### src/mailbox_pkg.sv
// Shared constants and types for the slave port mailbox
package mailbox_pkg;
    // Internal I/O map seen by the slave processor
    localparam logic [7:0] ADDR_DATA_ZERO    = 8'h20;
    localparam logic [7:0] ADDR_DATA_ONE     = 8'h21;
    localparam logic [7:0] ADDR_DATA_TWO     = 8'h22;
    localparam logic [7:0] ADDR_FULL_FLAGS   = 8'h23;
    localparam logic [7:0] ADDR_PORT_CONTROL = 8'h24;
    // Master side selects on the two port address lines
    localparam logic [1:0] PORT_SEL_ZERO  = 2'h0;
    localparam logic [1:0] PORT_SEL_ONE   = 2'h1;
    localparam logic [1:0] PORT_SEL_TWO   = 2'h2;
    localparam logic [1:0] PORT_SEL_FLAGS = 2'h3;
    // Full flag positions
    localparam int FLAG_IN_IRQ    = 7;
    localparam int FLAG_IN_TWO    = 6;
    localparam int FLAG_IN_ONE    = 5;
    localparam int FLAG_IN_ZERO   = 4;
    localparam int FLAG_OUT_ATTN  = 3;
    localparam int FLAG_OUT_TWO   = 2;
    localparam int FLAG_OUT_ONE   = 1;
    localparam int FLAG_OUT_ZERO  = 0;
    // Control field positions
    localparam int CTRL_IGNORE_BOOT = 7;
    localparam int CTRL_PIN_HIGH    = 6;
    localparam int CTRL_PIN_LOW     = 5;
    localparam int CTRL_PORT_ENABLE = 3;
    localparam int CTRL_PORT_A_OUT  = 2;
    // Reset values and encodings
    localparam logic [7:0] FLAGS_RESET   = 8'h00;
    localparam logic [7:0] BYTE_ZERO     = 8'h00;
    localparam logic [1:0] PRIO_DISABLED = 2'h0;
    localparam logic [1:0] BOOT_STRAP    = 2'h1;
    localparam logic [1:0] BOOT_RELEASE  = 2'h0;
    // Cycles after reset release before the strap is trusted
    localparam logic [1:0] STRAP_WAIT = 2'h3;
    // Sampled master pins travel together
    typedef struct packed {
        logic       select_n;
        logic       read_n;
        logic       write_n;
        logic [1:0] addr;
        logic [7:0] data;
    } master_pins_type;
    // Boot sequencing
    typedef enum logic [1:0] {
        ST_STRAP = 2'b00,
        ST_BOOT  = 2'b01,
        ST_RUN   = 2'b10
    } boot_state_type;
endpackage

### src/slave_port_mailbox.sv
// Slave port mailbox: two-way byte mailboxes, flags, control and boot
//
// Function
// - Separate inbound and outbound register per mailbox
// - Slave map: mailboxes 0x20-0x22, flags, control
// - Master selects mailboxes and flags by address
// - Reads change each bit once, no wavering
// - Control bit 7 ignores boot pins
// - Strap 01 at reset suspends execution
// - Pins 00 ends boot, start at zero
// - Control bits 6,5 read boot pins
// - Control bit 3 enables slave port
// - Cold boot sets slave port enable
// - Bit 2 sets port A direction
// - Bits 1,0 give interrupt priority
// - Bit 7 set by master, slave clears
// - Inbound full flags clear on slave read
// - Bit 3 set by slave, master clears
// - Outbound full flags clear on master read
// - Mailbox 0 flags drive irq and attention
// - Attention low on slave mailbox 0 write, high on master flags write
// - Drive data only during select and read
// - Master write latched at strobe end
// - Master write to mailbox 0 sets interrupt flip-flop
`timescale 1ns/10ps
module slave_port_mailbox
    import mailbox_pkg::*;
(
    input  wire logic       CLK,
    input  wire logic       ARST_N,
    input  wire logic [7:0] IO_ADDR,
    input  wire logic [7:0] IO_WDATA,
    input  wire logic       IO_WR,
    input  wire logic       IO_RD,
    output logic      [7:0] IO_RDATA,
    input  wire logic [1:0] PORT_ADDR,
    input  wire logic       PORT_SELECT_N,
    input  wire logic       PORT_READ_STROBE_N,
    input  wire logic       PORT_WRITE_STROBE_N,
    input  wire logic [7:0] PORT_DATA_IN,
    output logic      [7:0] PORT_DATA_OUT,
    output logic            PORT_DATA_OE,
    output logic            MASTER_ATTENTION_N,
    input  wire logic       BOOT_MODE_PIN_LOW,
    input  wire logic       BOOT_MODE_PIN_HIGH,
    output logic      [1:0] SLAVE_IRQ_LEVEL,
    output logic            SLAVE_PORT_ENABLE,
    output logic            PORT_A_OUTPUT,
    output logic            COLD_BOOT_HOLD,
    output logic            START_AT_ZERO
);

    logic            rst_meta;
    logic            rst_n;
    master_pins_type pin_s1;
    master_pins_type pin_s2;
    master_pins_type pin_s3;
    master_pins_type pins;
    logic [1:0]      boot_s1;
    logic [1:0]      boot_s2;
    logic [1:0]      boot_s3;
    logic [1:0]      boot_pins;
    logic            wr_active;
    logic            rd_active;
    logic            wr_active_q;
    logic            rd_active_q;
    logic            master_wr_done;
    logic            master_rd_done;
    logic [1:0]      wr_addr;
    logic [7:0]      wr_data;
    logic [1:0]      rd_addr;
    logic [7:0]      in_box [3];
    logic [7:0]      out_box [3];
    logic [7:0]      flags;
    logic [7:0]      next_flags;
    logic            ignore_boot;
    logic            port_enable;
    logic            port_a_out;
    logic [1:0]      irq_prio;
    boot_state_type  boot_state;
    logic [1:0]      strap_count;
    logic            slave_wr;
    logic            slave_rd;
    logic [1:0]      slave_box;
    logic            slave_box_hit;

    // Mailbox index for a slave address inside the data window
    function automatic logic [1:0] box_index(input logic [7:0] addr);
        box_index = addr[1:0] - ADDR_DATA_ZERO[1:0];
    endfunction

    // Master byte for a port address; flags when address is three
    function automatic logic [7:0] master_view(
        input logic [1:0] sel,
        input logic [7:0] b0,
        input logic [7:0] b1,
        input logic [7:0] b2,
        input logic [7:0] st
    );
        unique case (sel)
            PORT_SEL_ZERO: master_view = b0;
            PORT_SEL_ONE:  master_view = b1;
            PORT_SEL_TWO:  master_view = b2;
            PORT_SEL_FLAGS: master_view = st;
        endcase
    endfunction

    // Reset release through two flops, assertion stays asynchronous
    always_ff @(posedge CLK or negedge ARST_N) begin
        if (!ARST_N) begin
            rst_meta <= 1'b0;
            rst_n    <= 1'b0;
        end else begin
            rst_meta <= 1'b1;
            rst_n    <= rst_meta;
        end
    end

    // Master pins are asynchronous: three stages, accept on agreement
    always_ff @(posedge CLK or negedge rst_n) begin
        if (!rst_n) begin
            pin_s1 <= '1;
            pin_s2 <= '1;
            pin_s3 <= '1;
            pins   <= '1;
        end else begin
            pin_s1 <= {PORT_SELECT_N, PORT_READ_STROBE_N,
                       PORT_WRITE_STROBE_N, PORT_ADDR, PORT_DATA_IN};
            pin_s2 <= pin_s1;
            pin_s3 <= pin_s2;
            // Per-bit agreement, so a noisy data bus cannot stall strobes
            pins <= (pin_s3 & ~(pin_s2 ^ pin_s3)) |
                    (pins & (pin_s2 ^ pin_s3));
        end
    end

    // Boot pins get three stages too, but are accepted only when both bits agree
    always_ff @(posedge CLK or negedge rst_n) begin
        if (!rst_n) begin
            boot_s1   <= 2'h0;
            boot_s2   <= 2'h0;
            boot_s3   <= 2'h0;
            boot_pins <= 2'h0;
        end else begin
            boot_s1 <= {BOOT_MODE_PIN_HIGH, BOOT_MODE_PIN_LOW};
            boot_s2 <= boot_s1;
            boot_s3 <= boot_s2;
            if (boot_s2 == boot_s3) begin
                boot_pins <= boot_s3;
            end
        end
    end

    // Strobe qualification by select; either rising ends the access
    assign wr_active      = !pins.select_n && !pins.write_n;
    assign rd_active      = !pins.select_n && !pins.read_n;
    assign master_wr_done = wr_active_q && !wr_active;
    assign master_rd_done = rd_active_q && !rd_active;

    // Address and data follow the pins while the write strobe is low, then hold
    always_ff @(posedge CLK or negedge rst_n) begin
        if (!rst_n) begin
            wr_active_q <= 1'b0;
            rd_active_q <= 1'b0;
            wr_addr     <= PORT_SEL_ZERO;
            wr_data     <= BYTE_ZERO;
            rd_addr     <= PORT_SEL_ZERO;
        end else begin
            wr_active_q <= wr_active;
            rd_active_q <= rd_active;
            if (wr_active) begin
                wr_addr <= pins.addr;
                wr_data <= pins.data;
            end
            if (rd_active) begin
                rd_addr <= pins.addr;
            end
        end
    end

    // Slave side decode, same clock so no synchroniser
    assign slave_wr      = IO_WR;
    assign slave_rd      = IO_RD;
    assign slave_box     = box_index(IO_ADDR);
    assign slave_box_hit = (IO_ADDR >= ADDR_DATA_ZERO) &&
                           (IO_ADDR <= ADDR_DATA_TWO);

    // Inbound boxes written only by the master, read only by the slave
    always_ff @(posedge CLK or negedge rst_n) begin
        if (!rst_n) begin
            in_box[0] <= BYTE_ZERO;
            in_box[1] <= BYTE_ZERO;
            in_box[2] <= BYTE_ZERO;
        end else if (master_wr_done && wr_addr != PORT_SEL_FLAGS) begin
            in_box[wr_addr] <= wr_data;
        end
    end

    // Outbound boxes written only by the slave, read only by the master
    always_ff @(posedge CLK or negedge rst_n) begin
        if (!rst_n) begin
            out_box[0] <= BYTE_ZERO;
            out_box[1] <= BYTE_ZERO;
            out_box[2] <= BYTE_ZERO;
        end else if (slave_wr && slave_box_hit) begin
            out_box[slave_box] <= IO_WDATA;
        end
    end

    // Flags: clears first, sets last so a same-cycle event survives
    always_comb begin
        next_flags = flags;
        if (slave_wr && IO_ADDR == ADDR_FULL_FLAGS) begin
            next_flags[FLAG_IN_IRQ] = 1'b0;
        end
        if (slave_rd && slave_box_hit) begin
            next_flags[FLAG_IN_ZERO + int'(slave_box)] = 1'b0;
        end
        if (master_wr_done && wr_addr == PORT_SEL_FLAGS) begin
            next_flags[FLAG_OUT_ATTN] = 1'b0;
        end
        if (master_rd_done && rd_addr != PORT_SEL_FLAGS) begin
            next_flags[FLAG_OUT_ZERO + int'(rd_addr)] = 1'b0;
        end
        if (master_wr_done && wr_addr != PORT_SEL_FLAGS) begin
            next_flags[FLAG_IN_ZERO + int'(wr_addr)] = 1'b1;
            if (wr_addr == PORT_SEL_ZERO) begin
                next_flags[FLAG_IN_IRQ] = 1'b1;
            end
        end
        if (slave_wr && slave_box_hit) begin
            next_flags[FLAG_OUT_ZERO + int'(slave_box)] = 1'b1;
            if (slave_box == PORT_SEL_ZERO) begin
                next_flags[FLAG_OUT_ATTN] = 1'b1;
            end
        end
    end

    always_ff @(posedge CLK or negedge rst_n) begin
        if (!rst_n) begin
            flags <= FLAGS_RESET;
        end else begin
            flags <= next_flags;
        end
    end

    // Attention follows the outbound mailbox 0 latch, active low
    always_ff @(posedge CLK or negedge rst_n) begin
        if (!rst_n) begin
            MASTER_ATTENTION_N <= 1'b1;
        end else begin
            MASTER_ATTENTION_N <= !next_flags[FLAG_OUT_ATTN];
        end
    end

    // Interrupt level only while the inbound latch is set and enabled
    always_ff @(posedge CLK or negedge rst_n) begin
        if (!rst_n) begin
            SLAVE_IRQ_LEVEL <= PRIO_DISABLED;
        end else if (next_flags[FLAG_IN_IRQ]) begin
            SLAVE_IRQ_LEVEL <= irq_prio;
        end else begin
            SLAVE_IRQ_LEVEL <= PRIO_DISABLED;
        end
    end

    // Master data bus: registered byte, enable only during a read
    always_ff @(posedge CLK or negedge rst_n) begin
        if (!rst_n) begin
            PORT_DATA_OUT <= BYTE_ZERO;
            PORT_DATA_OE  <= 1'b0;
        end else begin
            PORT_DATA_OE  <= rd_active;
            // One flop per bit: each moves once from old to new
            PORT_DATA_OUT <= master_view(pins.addr, out_box[0],
                                         out_box[1], out_box[2],
                                         next_flags);
        end
    end

    // Control writes; cold boot forces the port on
    always_ff @(posedge CLK or negedge rst_n) begin
        if (!rst_n) begin
            ignore_boot <= 1'b0;
            port_enable <= 1'b0;
            port_a_out  <= 1'b0;
            irq_prio    <= PRIO_DISABLED;
        end else begin
            if (slave_wr && IO_ADDR == ADDR_PORT_CONTROL) begin
                ignore_boot <= IO_WDATA[CTRL_IGNORE_BOOT];
                port_enable <= IO_WDATA[CTRL_PORT_ENABLE];
                port_a_out  <= IO_WDATA[CTRL_PORT_A_OUT];
                irq_prio    <= IO_WDATA[1:0];
            end
            if (boot_state == ST_BOOT) begin
                port_enable <= 1'b1;
            end
        end
    end

    // Port muxing outputs; direction matters only with the port off
    always_ff @(posedge CLK or negedge rst_n) begin
        if (!rst_n) begin
            SLAVE_PORT_ENABLE <= 1'b0;
            PORT_A_OUTPUT     <= 1'b0;
        end else begin
            SLAVE_PORT_ENABLE <= port_enable;
            PORT_A_OUTPUT     <= !port_enable && port_a_out;
        end
    end

    // Strap read only once the accepted pins match the settled pipeline
    always_ff @(posedge CLK or negedge rst_n) begin
        if (!rst_n) begin
            boot_state     <= ST_STRAP;
            strap_count    <= 2'h0;
            COLD_BOOT_HOLD <= 1'b0;
            START_AT_ZERO  <= 1'b0;
        end else begin
            START_AT_ZERO <= 1'b0;
            unique case (boot_state)
                ST_STRAP: begin
                    strap_count <= strap_count + 2'h1;
                    if (strap_count == STRAP_WAIT &&
                        boot_pins == boot_s3) begin
                        if (!ignore_boot && boot_pins == BOOT_STRAP) begin
                            boot_state     <= ST_BOOT;
                            COLD_BOOT_HOLD <= 1'b1;
                        end else begin
                            boot_state    <= ST_RUN;
                            START_AT_ZERO <= 1'b1;
                        end
                    end
                end
                ST_BOOT: begin
                    if (boot_pins == BOOT_RELEASE) begin
                        boot_state     <= ST_RUN;
                        COLD_BOOT_HOLD <= 1'b0;
                        START_AT_ZERO  <= 1'b1;
                    end
                end
                ST_RUN:  boot_state <= ST_RUN;
                default: boot_state <= ST_RUN;
            endcase
        end
    end

    // Slave read data, one cycle after the strobe; unmapped reads 0
    always_ff @(posedge CLK or negedge rst_n) begin
        if (!rst_n) begin
            IO_RDATA <= BYTE_ZERO;
        end else if (slave_rd) begin
            if (slave_box_hit) begin
                IO_RDATA <= in_box[slave_box];
            end else if (IO_ADDR == ADDR_FULL_FLAGS) begin
                IO_RDATA <= flags;
            end else if (IO_ADDR == ADDR_PORT_CONTROL) begin
                // Write-only fields read back as zero
                IO_RDATA <= BYTE_ZERO;
                IO_RDATA[CTRL_PIN_HIGH] <= boot_pins[1];
                IO_RDATA[CTRL_PIN_LOW]  <= boot_pins[0];
            end else begin
                IO_RDATA <= BYTE_ZERO;
            end
        end else begin
            IO_RDATA <= BYTE_ZERO;
        end
    end
endmodule

### config.mk
export PLATFORM = sky130hd
export DESIGN_NAME = slave_port_mailbox
export DESIGN_NICKNAME = d
export VERILOG_FILES = /design/src/mailbox_pkg.sv /design/src/slave_port_mailbox.sv
export SDC_FILE = /design/constraint.sdc
export NUM_CORES = 1
export LEC_CHECK = 0
export BUFFER_PORTS_ARGS = -buffer_cell sky130_fd_sc_hd__buf_2
export CELL_PAD_IN_SITES_DETAIL_PLACEMENT = 1
export CELL_PAD_IN_SITES_GLOBAL_PLACEMENT = 1
export CORE_ASPECT_RATIO = 0.6
export CORE_UTILIZATION = 30
export CTS_CLUSTER_DIAMETER = 50
export DETAILED_ROUTE_END_ITERATION = 10
export PLACE_DENSITY = 0.5
export SETUP_SLACK_MARGIN = 0.05
export SYNTH_ARGS = -nofsm -noshare
export SYNTH_HDL_FRONTEND = slang
export SYNTH_SLANG_ARGS = --single-unit
export TNS_END_PERCENT = 10
### constraint.sdc
create_clock -name CLK -period 6.2 [get_ports CLK]
set_clock_uncertainty 0.05 [all_clocks]
set_input_delay 1.24 -clock CLK [delete_from_list [all_inputs] [get_ports CLK]]
set_output_delay 1.24 -clock CLK [all_outputs]
set_load 0.01 [all_outputs]
==> out/qor.yml, run 1 <==
syn-cell-area_um2: 6010
grt_antenna_before_repair: 0
finalCritPeriodShare: 0.412
share_of_flip_flops_with_an_asynchronous_set_or_reset: 1.00
finish.net_count: 478
die_width_um: 185
routed-via-count: 3286
detailedRoute.firstPassIterationCount: 4
yosys_warnings: 0
critical_path.reg2reg.endpoint: "SLAVE_IRQ_LEVEL[0]"
met2RoutedLength_um: 5260
met3_wirelength_um: 536
hold_path_class: "register to async pin"
post_synth_num_cell_types: 49
postRouteWirelength_um: 12300
criticalPathCategory: "input port to register"
slowest_delay_ns: 0.49
total_leakage_power_nw: 3.21
grt_pass1_wl_um: 20300
clock_sinks: 164
core_um2: 19300
worst_setup_path_start_kind: "input port"
tightestPinTransition_ns: 1.15
path_cells: "buf_2 > nor3b_4 > nand4b_1 > a211oi_1 > o21ai_0"
fillers: 2004
io_buffers: 58
avgSynthCellArea_um2: 16.2
drt-met1-wl_um: 6390
hold_viol_final: 0
grt_pass1_vias: 3593
gp_congestion: 0.739
post_drt_wl_per_cell_um: 17.1
cts_made_buffers: 17
worst_setup_path_end_kind: "register"
route.top_layer_used: "met4"
antenna_left: 0
main_combinational_cell_family_by_area_after_synthesis: "multiplexers"
grt_max_degree: 65
cts_resized: 0
postLayoutCoreUtil: 0.373
max_slew_margin: 0.230
number_of_placement_rows: 39
ff2ff_setup_slack_ns: 4.16
clk_slew_on_worst_s_h_paths_ns: 0.06
avgViaCountPerCell: 4.56
clockRootBuffer: "sky130_fd_sc_hd__clkbuf_16"
htree_num_levels: 4
arrival_ns: 2.79
synth_nets: 408
synth-edff-count: 0
cts_tree: "built"
power-per-cell-area_nw_per_um2: 370
synth_seq_area_share: 0.694
die_area_um2: 20600
clockBufferDepth: 2
worst_ep_required_time_ns: 6.44
mostFrequentLayoutCell: "sky130_fd_sc_hd__dfrtp_1"
drtIter0Drc: 139
final_hpwl_dp_um: 8420
worst_ir_drop_vdd_uv: 183
report.final.setup_viol: 0
synth_to_final_area_change_pct: 19.9
total_routing_resource_utilization_after_global_routing: 0.134
global_route.overflow_total: 0
synthSimpleGateAreaFrac: 0.0608
rsz0062_at_grt: "no"
maxClockFrequency_mhz: 392
insertion_delay_ns: 0.42
drc: 0
run_status: "finished clean"
slowest_stage: "sky130_fd_sc_hd__nand4b_1"
number_of_violations_of_the_max_capacitance_limit: 0
ys_ff_latch: 164
synth_cells: 372
setup-tns-final_ns: 0
design.portCount: 59
synth_compound_gate_area_share: 0.0518
yosys-mux-area-fraction: 0.151
min_period_ns: 2.55
synth_xor_area_frac: 0.00583
ff2ff_path_depth: 5
num_antenna_cells: 0
slew_viol_final: 0
synth_adder_area_share: 0.0237
fin_worst_hold_slack_ns: 0.294
mostFrequentLayoutCells: "110 x sky130_fd_sc_hd__dfrtp_1, 64 x sky130_fd_sc_hd__mux2_2, 58 x sky130_fd_sc_hd__buf_2, 53 x sky130_fd_sc_hd__dfstp_2, 18 x sky130_fd_sc_hd__clkbuf_16"
fp.dieH_um: 112
number_of_setup_buffers_added_after_cts: 0
starting_density_of_the_core: 0.311
layout-drive-gt1-share: 0.497
ys_dominant_reg_cell: "sky130_fd_sc_hd__dfrtp_1"
maximum_net_fanout_on_the_critical_path: 9
cts-hold-fix-buffers: 0
[registers in the layout (all words and copies together) (netlist names), 8 cells and up, named ones only]
| name | flops |
|---|---|
| pin_s1 | 13 |
| pin_s3 | 13 |
| PORT_DATA_OUT | 8 |
| pin_s2 | 13 |
| in_box | 24 |
| out_box | 24 |
| IO_RDATA | 8 |
| wr_data | 8 |
| flags | 8 |
[how the worst max path moves through the flow]
stage               start                to  slack (ns)  cells past startpoint
2_1_floorplan       rst_n    COLD_BOOT_HOLD        1.33                      0
6_report       IO_ADDR[6]  PORT_DATA_OUT[6]        3.65                      5
3_3_place_gp   IO_ADDR[6]  PORT_DATA_OUT[6]        3.28                      5
3_5_place_dp   IO_ADDR[6]  PORT_DATA_OUT[6]        3.22                      5
5_1_grt        IO_ADDR[6]  PORT_DATA_OUT[6]        3.43                      5
4_1_cts        IO_ADDR[6]  PORT_DATA_OUT[6]        3.67                      5
[routing by layer]
metal,vias to the layer above,track usage
met5,-,0
met1,1737,0.194
met4,0,0.0463
met3,11,0.0487
li1,1482,-
met2,56,0.182
[stage by stage]
step / power (mW) / area, µm² / worst slack (ns) / std cells
floorplan: 1.53 / 6010 / 1.33 / 372
global placement: 1.61 / 6610 / 3.28 / 689
detailed placement: 1.63 / 6610 / 3.22 / 689
CTS: 2.72 / 7210 / 3.67 / 721
global route: 2.81 / 7210 / 3.43 / 721
finish: 2.67 / 7210 / 3.65 / 721
[cell families (layout without fill, tap and decap cells)]
family,count (synthesis),after routing
flops,164,164
mux,73,73
simple gates,55,55
compound gates,44,44
buf+inv,17,100
fa+ha+maj,14,14
xor+xnor,4,4
other cells,1,1
[cell usage after synthesis, types with 2 or more instances]
cell,n,area (µm²)
sky130_fd_sc_hd__dfrtp_1,111,2780
sky130_fd_sc_hd__mux2_2,64,721
sky130_fd_sc_hd__dfstp_2,53,1390
sky130_fd_sc_hd__maj3_1,13,130
sky130_fd_sc_hd__nor2_1,12,45.0
sky130_fd_sc_hd__o21ai_0,11,55.1
sky130_fd_sc_hd__a222oi_1,8,80.1
sky130_fd_sc_hd__inv_1,8,30.0
sky130_fd_sc_hd__mux4_2,8,180
sky130_fd_sc_hd__nand2_1,8,30.0
sky130_fd_sc_hd__nor2b_1,8,50.1
sky130_fd_sc_hd__a21oi_1,6,30.0
sky130_fd_sc_hd__nand2b_1,4,25.0
sky130_fd_sc_hd__a211oi_1,3,22.5
sky130_fd_sc_hd__buf_2,3,15.0
sky130_fd_sc_hd__clkbuf_1,3,11.3
sky130_fd_sc_hd__nand3_1,3,15.0
sky130_fd_sc_hd__nand4_1,3,18.8
sky130_fd_sc_hd__o31ai_1,3,22.5
sky130_fd_sc_hd__xnor2_1,3,26.3
sky130_fd_sc_hd__a21boi_0,2,15.0
sky130_fd_sc_hd__a21o_1,2,15.0
sky130_fd_sc_hd__a31oi_1,2,12.5
sky130_fd_sc_hd__and2_1,2,12.5
sky130_fd_sc_hd__and2b_1,2,15.0
sky130_fd_sc_hd__and2b_2,2,17.5
sky130_fd_sc_hd__clkbuf_2,2,10.0
sky130_fd_sc_hd__nor3b_2,2,25.0
[worst max-delay path: cells and delay by family]
family,cells,cell delay [ns]
simple gates,2,0.85
compound gates,2,0.59
buf+inv,1,0.11
[where the power goes]
group          switching, mW  leakage, nW  internal, mW
logic                  0.105        0.944         0.163
registers             0.0986         1.97          1.23
clock network          0.416        0.297         0.650
[final cells by class]
| type | instances | area, µm² | area share |
|---|---|---|---|
| timing repair buffer | 60 | 305 | 0.0423 |
| inverter | 8 | 30.0 | 0.00416 |
| tap | 266 | 333 | 0.0461 |
| multi-input combinational | 191 | 1770 | 0.245 |
| clock inverter | 7 | 93.8 | 0.0130 |
| clock buffer | 25 | 507 | 0.0703 |
| sequential | 164 | 4170 | 0.579 |
No activity file was read; power rests on OpenSTA's default activity.
==> run 2: changes to the inputs <==
--- a/config.mk
+++ b/config.mk
@@ -5,6 +5,7 @@
 export SDC_FILE = /design/constraint.sdc
 export NUM_CORES = 1
 export LEC_CHECK = 0
+export ABC_AREA = 1
 export BUFFER_PORTS_ARGS = -buffer_cell sky130_fd_sc_hd__buf_2
 export CELL_PAD_IN_SITES_DETAIL_PLACEMENT = 1
 export CELL_PAD_IN_SITES_GLOBAL_PLACEMENT = 1
@@ -12,7 +13,7 @@
 export CORE_UTILIZATION = 30
 export CTS_CLUSTER_DIAMETER = 50
 export DETAILED_ROUTE_END_ITERATION = 10
-export PLACE_DENSITY = 0.5
+export PLACE_DENSITY = 0.55
 export SETUP_SLACK_MARGIN = 0.05
 export SYNTH_ARGS = -nofsm -noshare
 export SYNTH_HDL_FRONTEND = slang
==> constraint.sdc (replaced) <==
create_clock -name CLK -period 2.18 [get_ports CLK]
set_clock_uncertainty 0.05 [all_clocks]
set_input_delay 0.436 -clock CLK [delete_from_list [all_inputs] [get_ports CLK]]
set_output_delay 0.436 -clock CLK [all_outputs]
set_load 0.01 [all_outputs]
==> run 2 against run 1 <==
  * Clock power rose to 3.0 times the previous value
  * Largest cell class unchanged
  * Global-route usage up 2.1 points
  * Sequential share of layout area down 1.4 points
  * Sequential power rose to 2.8 times the previous value
  * Highest routed layer unchanged
  * Wire length up 18%
  * Cell area up 2.6%
  * Non-clock buffer count up 11
  * Hold slack worse by 0.24 ns
  * Power rose to 2.9 times the previous value
==> out/qor.yml, run 2 <==
run_status: "finished clean"
grt_pass1_wl_um: 23900  # +18%
avgViaCountPerCell: 4.46  # -2.2%
syn-cell-area_um2: 6060  # +0.75%
io_buffers: 58  # unchanged
yosys_warnings: 0  # unchanged
critical-path-top-delay-family: "flip-flops"
worst_ep_required_time_ns: 1.69  # -4.75 ns
htree_num_levels: 4  # unchanged
slowest_stage: "sky130_fd_sc_hd__dfstp_2"
max_slew_margin: 0.636  # +0.406
top_cells_by_count_synth: "135 x sky130_fd_sc_hd__nand2_1, 111 x sky130_fd_sc_hd__dfrtp_1, 53 x sky130_fd_sc_hd__dfstp_2"
hold_viol_final: 0  # unchanged
mostFrequentLayoutCell: "sky130_fd_sc_hd__nand2_1"
synth-edff-count: 0  # unchanged
clockRootBuffer: "sky130_fd_sc_hd__clkbuf_16"
die_width_um: 185  # +0.37%
cp.depth: 1  # -4
worst_setup_path_endpoint: "MASTER_ATTENTION_N"
starting_density_of_the_core: 0.312  # +0.000756
number_of_placement_rows: 39  # unchanged
cts_made_buffers: 17  # unchanged
post-synth-top-area-cell: "sky130_fd_sc_hd__dfrtp_1"
clock_sinks: 164  # unchanged
maximum_net_fanout_on_the_critical_path: 1  # -8
cts_tree: "built"
insertion_delay_ns: 0.43  # about the same
hold_path_class: "input port to register"
num_antenna_cells: 0  # unchanged
slowest_delay_ns: 0.54  # +0.05 ns
path_buf_inv: 1  # unchanged
die_area_um2: 20800  # +0.74%
post_synth_num_cell_types: 39  # -20%
overall_power_consumption_mw: 7.78  # +190%
fp.dieH_um: 112  # +0.37%
worst_setup_path_end_kind: "output pin"
final_hpwl_dp_um: 10600  # +26%
critical_path.reg2reg.endpoint: "in_box[13]"
antenna_left: 0  # unchanged
ff2ff_path_depth: 5  # unchanged
worst_setup_path_start_kind: "register"
ys_ff_latch: 164  # unchanged
drc: 0  # unchanged
design.portCount: 59  # unchanged
post_drt_wl_per_cell_um: 16.2  # -5.0%
synth_nets: 569  # +39%
total_leakage_power_nw: 3.50  # +9.2%
core_um2: 19400  # +0.51%
ff2ff_setup_slack_ns: 0.63  # -3.53 ns
arrival_ns: 1.09  # -1.70 ns
min_period_ns: 1.58
synth_cells: 533  # +43%
detailedRoute.firstPassIterationCount: 4  # unchanged
power-per-cell-area_nw_per_um2: 1050  # +180%
path_cells: "buf_2"
hold_depth: 1
synthMostInstantiatedCell: "sky130_fd_sc_hd__nand2_1"
critical_path.startpoint: "MASTER_ATTENTION_N"
share_of_flip_flops_with_an_asynchronous_set_or_reset: 1.00  # unchanged
worst_ir_drop_vdd_uv: 546  # +200%
number_of_violations_of_the_max_capacitance_limit: 0  # unchanged
total_routing_resource_utilization_after_global_routing: 0.155  # +0.0211
synth_top_cells_by_area: "sky130_fd_sc_hd__dfrtp_1 46%, sky130_fd_sc_hd__dfstp_2 23%, sky130_fd_sc_hd__nand2_1 8.4%, sky130_fd_sc_hd__o21ai_0 3.6%, sky130_fd_sc_hd__inv_1 2.5%"
maxClockFrequency_mhz: 635
drtIter0Drc: 206  # +48%
synth_to_final_area_change_pct: 22.1
grt_antenna_before_repair: 0  # unchanged
slew_viol_final: 0  # unchanged
synth_seq_area_share: 0.688  # -0.00516
cts_resized: 0  # unchanged
ys_dominant_reg_cell: "sky130_fd_sc_hd__dfrtp_1"
routed-via-count: 3986  # +21%
postRouteWirelength_um: 14500  # +18%
postLayoutCoreUtil: 0.381  # +0.00759
global_route.overflow_total: 0  # unchanged
clk_slew_on_worst_s_h_paths_ns: 0.07  # about the same
finish.net_count: 651  # +36%
gp_congestion: 0.808  # +9.3%
report.final.setup_viol: 0  # unchanged
synth_top_cell_area_share: 0.458  # -0.00343
setup-tns-final_ns: 0  # unchanged
criticalPathCategory: "register to output pin"
finalCritPeriodShare: 0.723
rsz0062_at_grt: "no"
grt_max_degree: 53  # -18%
avgSynthCellArea_um2: 11.4  # -30%
tightestPinTransition_ns: 0.545  # -0.605 ns
mostFrequentLayoutCells: "135 x sky130_fd_sc_hd__nand2_1, 110 x sky130_fd_sc_hd__dfrtp_1, 58 x sky130_fd_sc_hd__buf_2, 53 x sky130_fd_sc_hd__dfstp_2, 43 x sky130_fd_sc_hd__o21ai_0"
grt_pass1_vias: 4267  # +19%
layout-drive-gt1-share: 0.288  # -0.208
clockBufferDepth: 2  # unchanged
reg.largest.list: "in_box (24), out_box (24)"
-- run 2: power by group --
| group | switching, mW | internal [mW] | total (mW) |
|---|---|---|---|
| sequential | 0.287 | 3.50 | 3.79 |
| clock | 1.22 | 2.02 | 3.24 |
| combinational | 0.464 | 0.287 | 0.750 |
| total | 1.97 | 5.81 | 7.78 |
-- run 2: area by class of cell --
cell class	instances	area, µm²
flip-flops and latches	164	4170
repair buffers	71	415
clock inverters	11	174
inverters	45	169
well taps	266	333
clock buffers	21	470
multi-input cells	316	1660
fillers	2198	12000
-- run 2: cell families (layout without fill, tap and decap cells) --
kind of cell               count (synthesis)  after routing  share of synthesized area
buffers and inverters                     53            148                     0.0376
muxes                                      1              1                    0.00186
adders and majority gates                 14             14                     0.0235
other                                      1              1                   0.000619
DFF                                      164            164                      0.688
and+or+nand+nor                          194            194                      0.142
xor gates and xnor gates                   3              3                    0.00434
AOI/OAI and AO/OA                        103            103                      0.101
-- run 2: timing repair --
item / CTS / global route
setup endpoints to repair: 0 / 0
endpoints found under the hold margin: 2 / 0
buffers inserted: 0 / 0
hold buffers: 1 / 0
-- run 2: worst min-delay path by stage --
stage | startpoint | to
detailed placement | ARST_N | rst_meta
CTS | PORT_ADDR[0] | pin_s1[8]
finish | PORT_ADDR[0] | pin_s1[8]
global route | PORT_DATA_IN[3] | pin_s1[3]
global placement | ARST_N | rst_meta
floorplan | ARST_N | rst_meta
-- run 2: through the flow --
step / std cells / cell area [µm²] / setup slack, ns / hold WS [ns]
6_report: 894 / 7400 / 0.605 / 0.0553
5_1_grt: 894 / 7400 / 0.495 / 0.0272
4_1_cts: 894 / 7400 / 0.582 / 0.0276
3_5_place_dp: 861 / 6740 / 0.322 / 0.176
3_3_place_gp: 861 / 6740 / 0.347 / 0.178
2_1_floorplan: 533 / 6060 / 0.458 / 0.0904
-- run 2: routing by layer --
layer / GRT usage / wire (µm) / vias to the layer above
met3: 0.0409 / 584 / 11
met2: 0.199 / 5700 / 63
met5: 0 / 0 / -
li1: - / - / 1923
met4: 0.0562 / 155 / 0
met1: 0.244 / 8050 / 1989
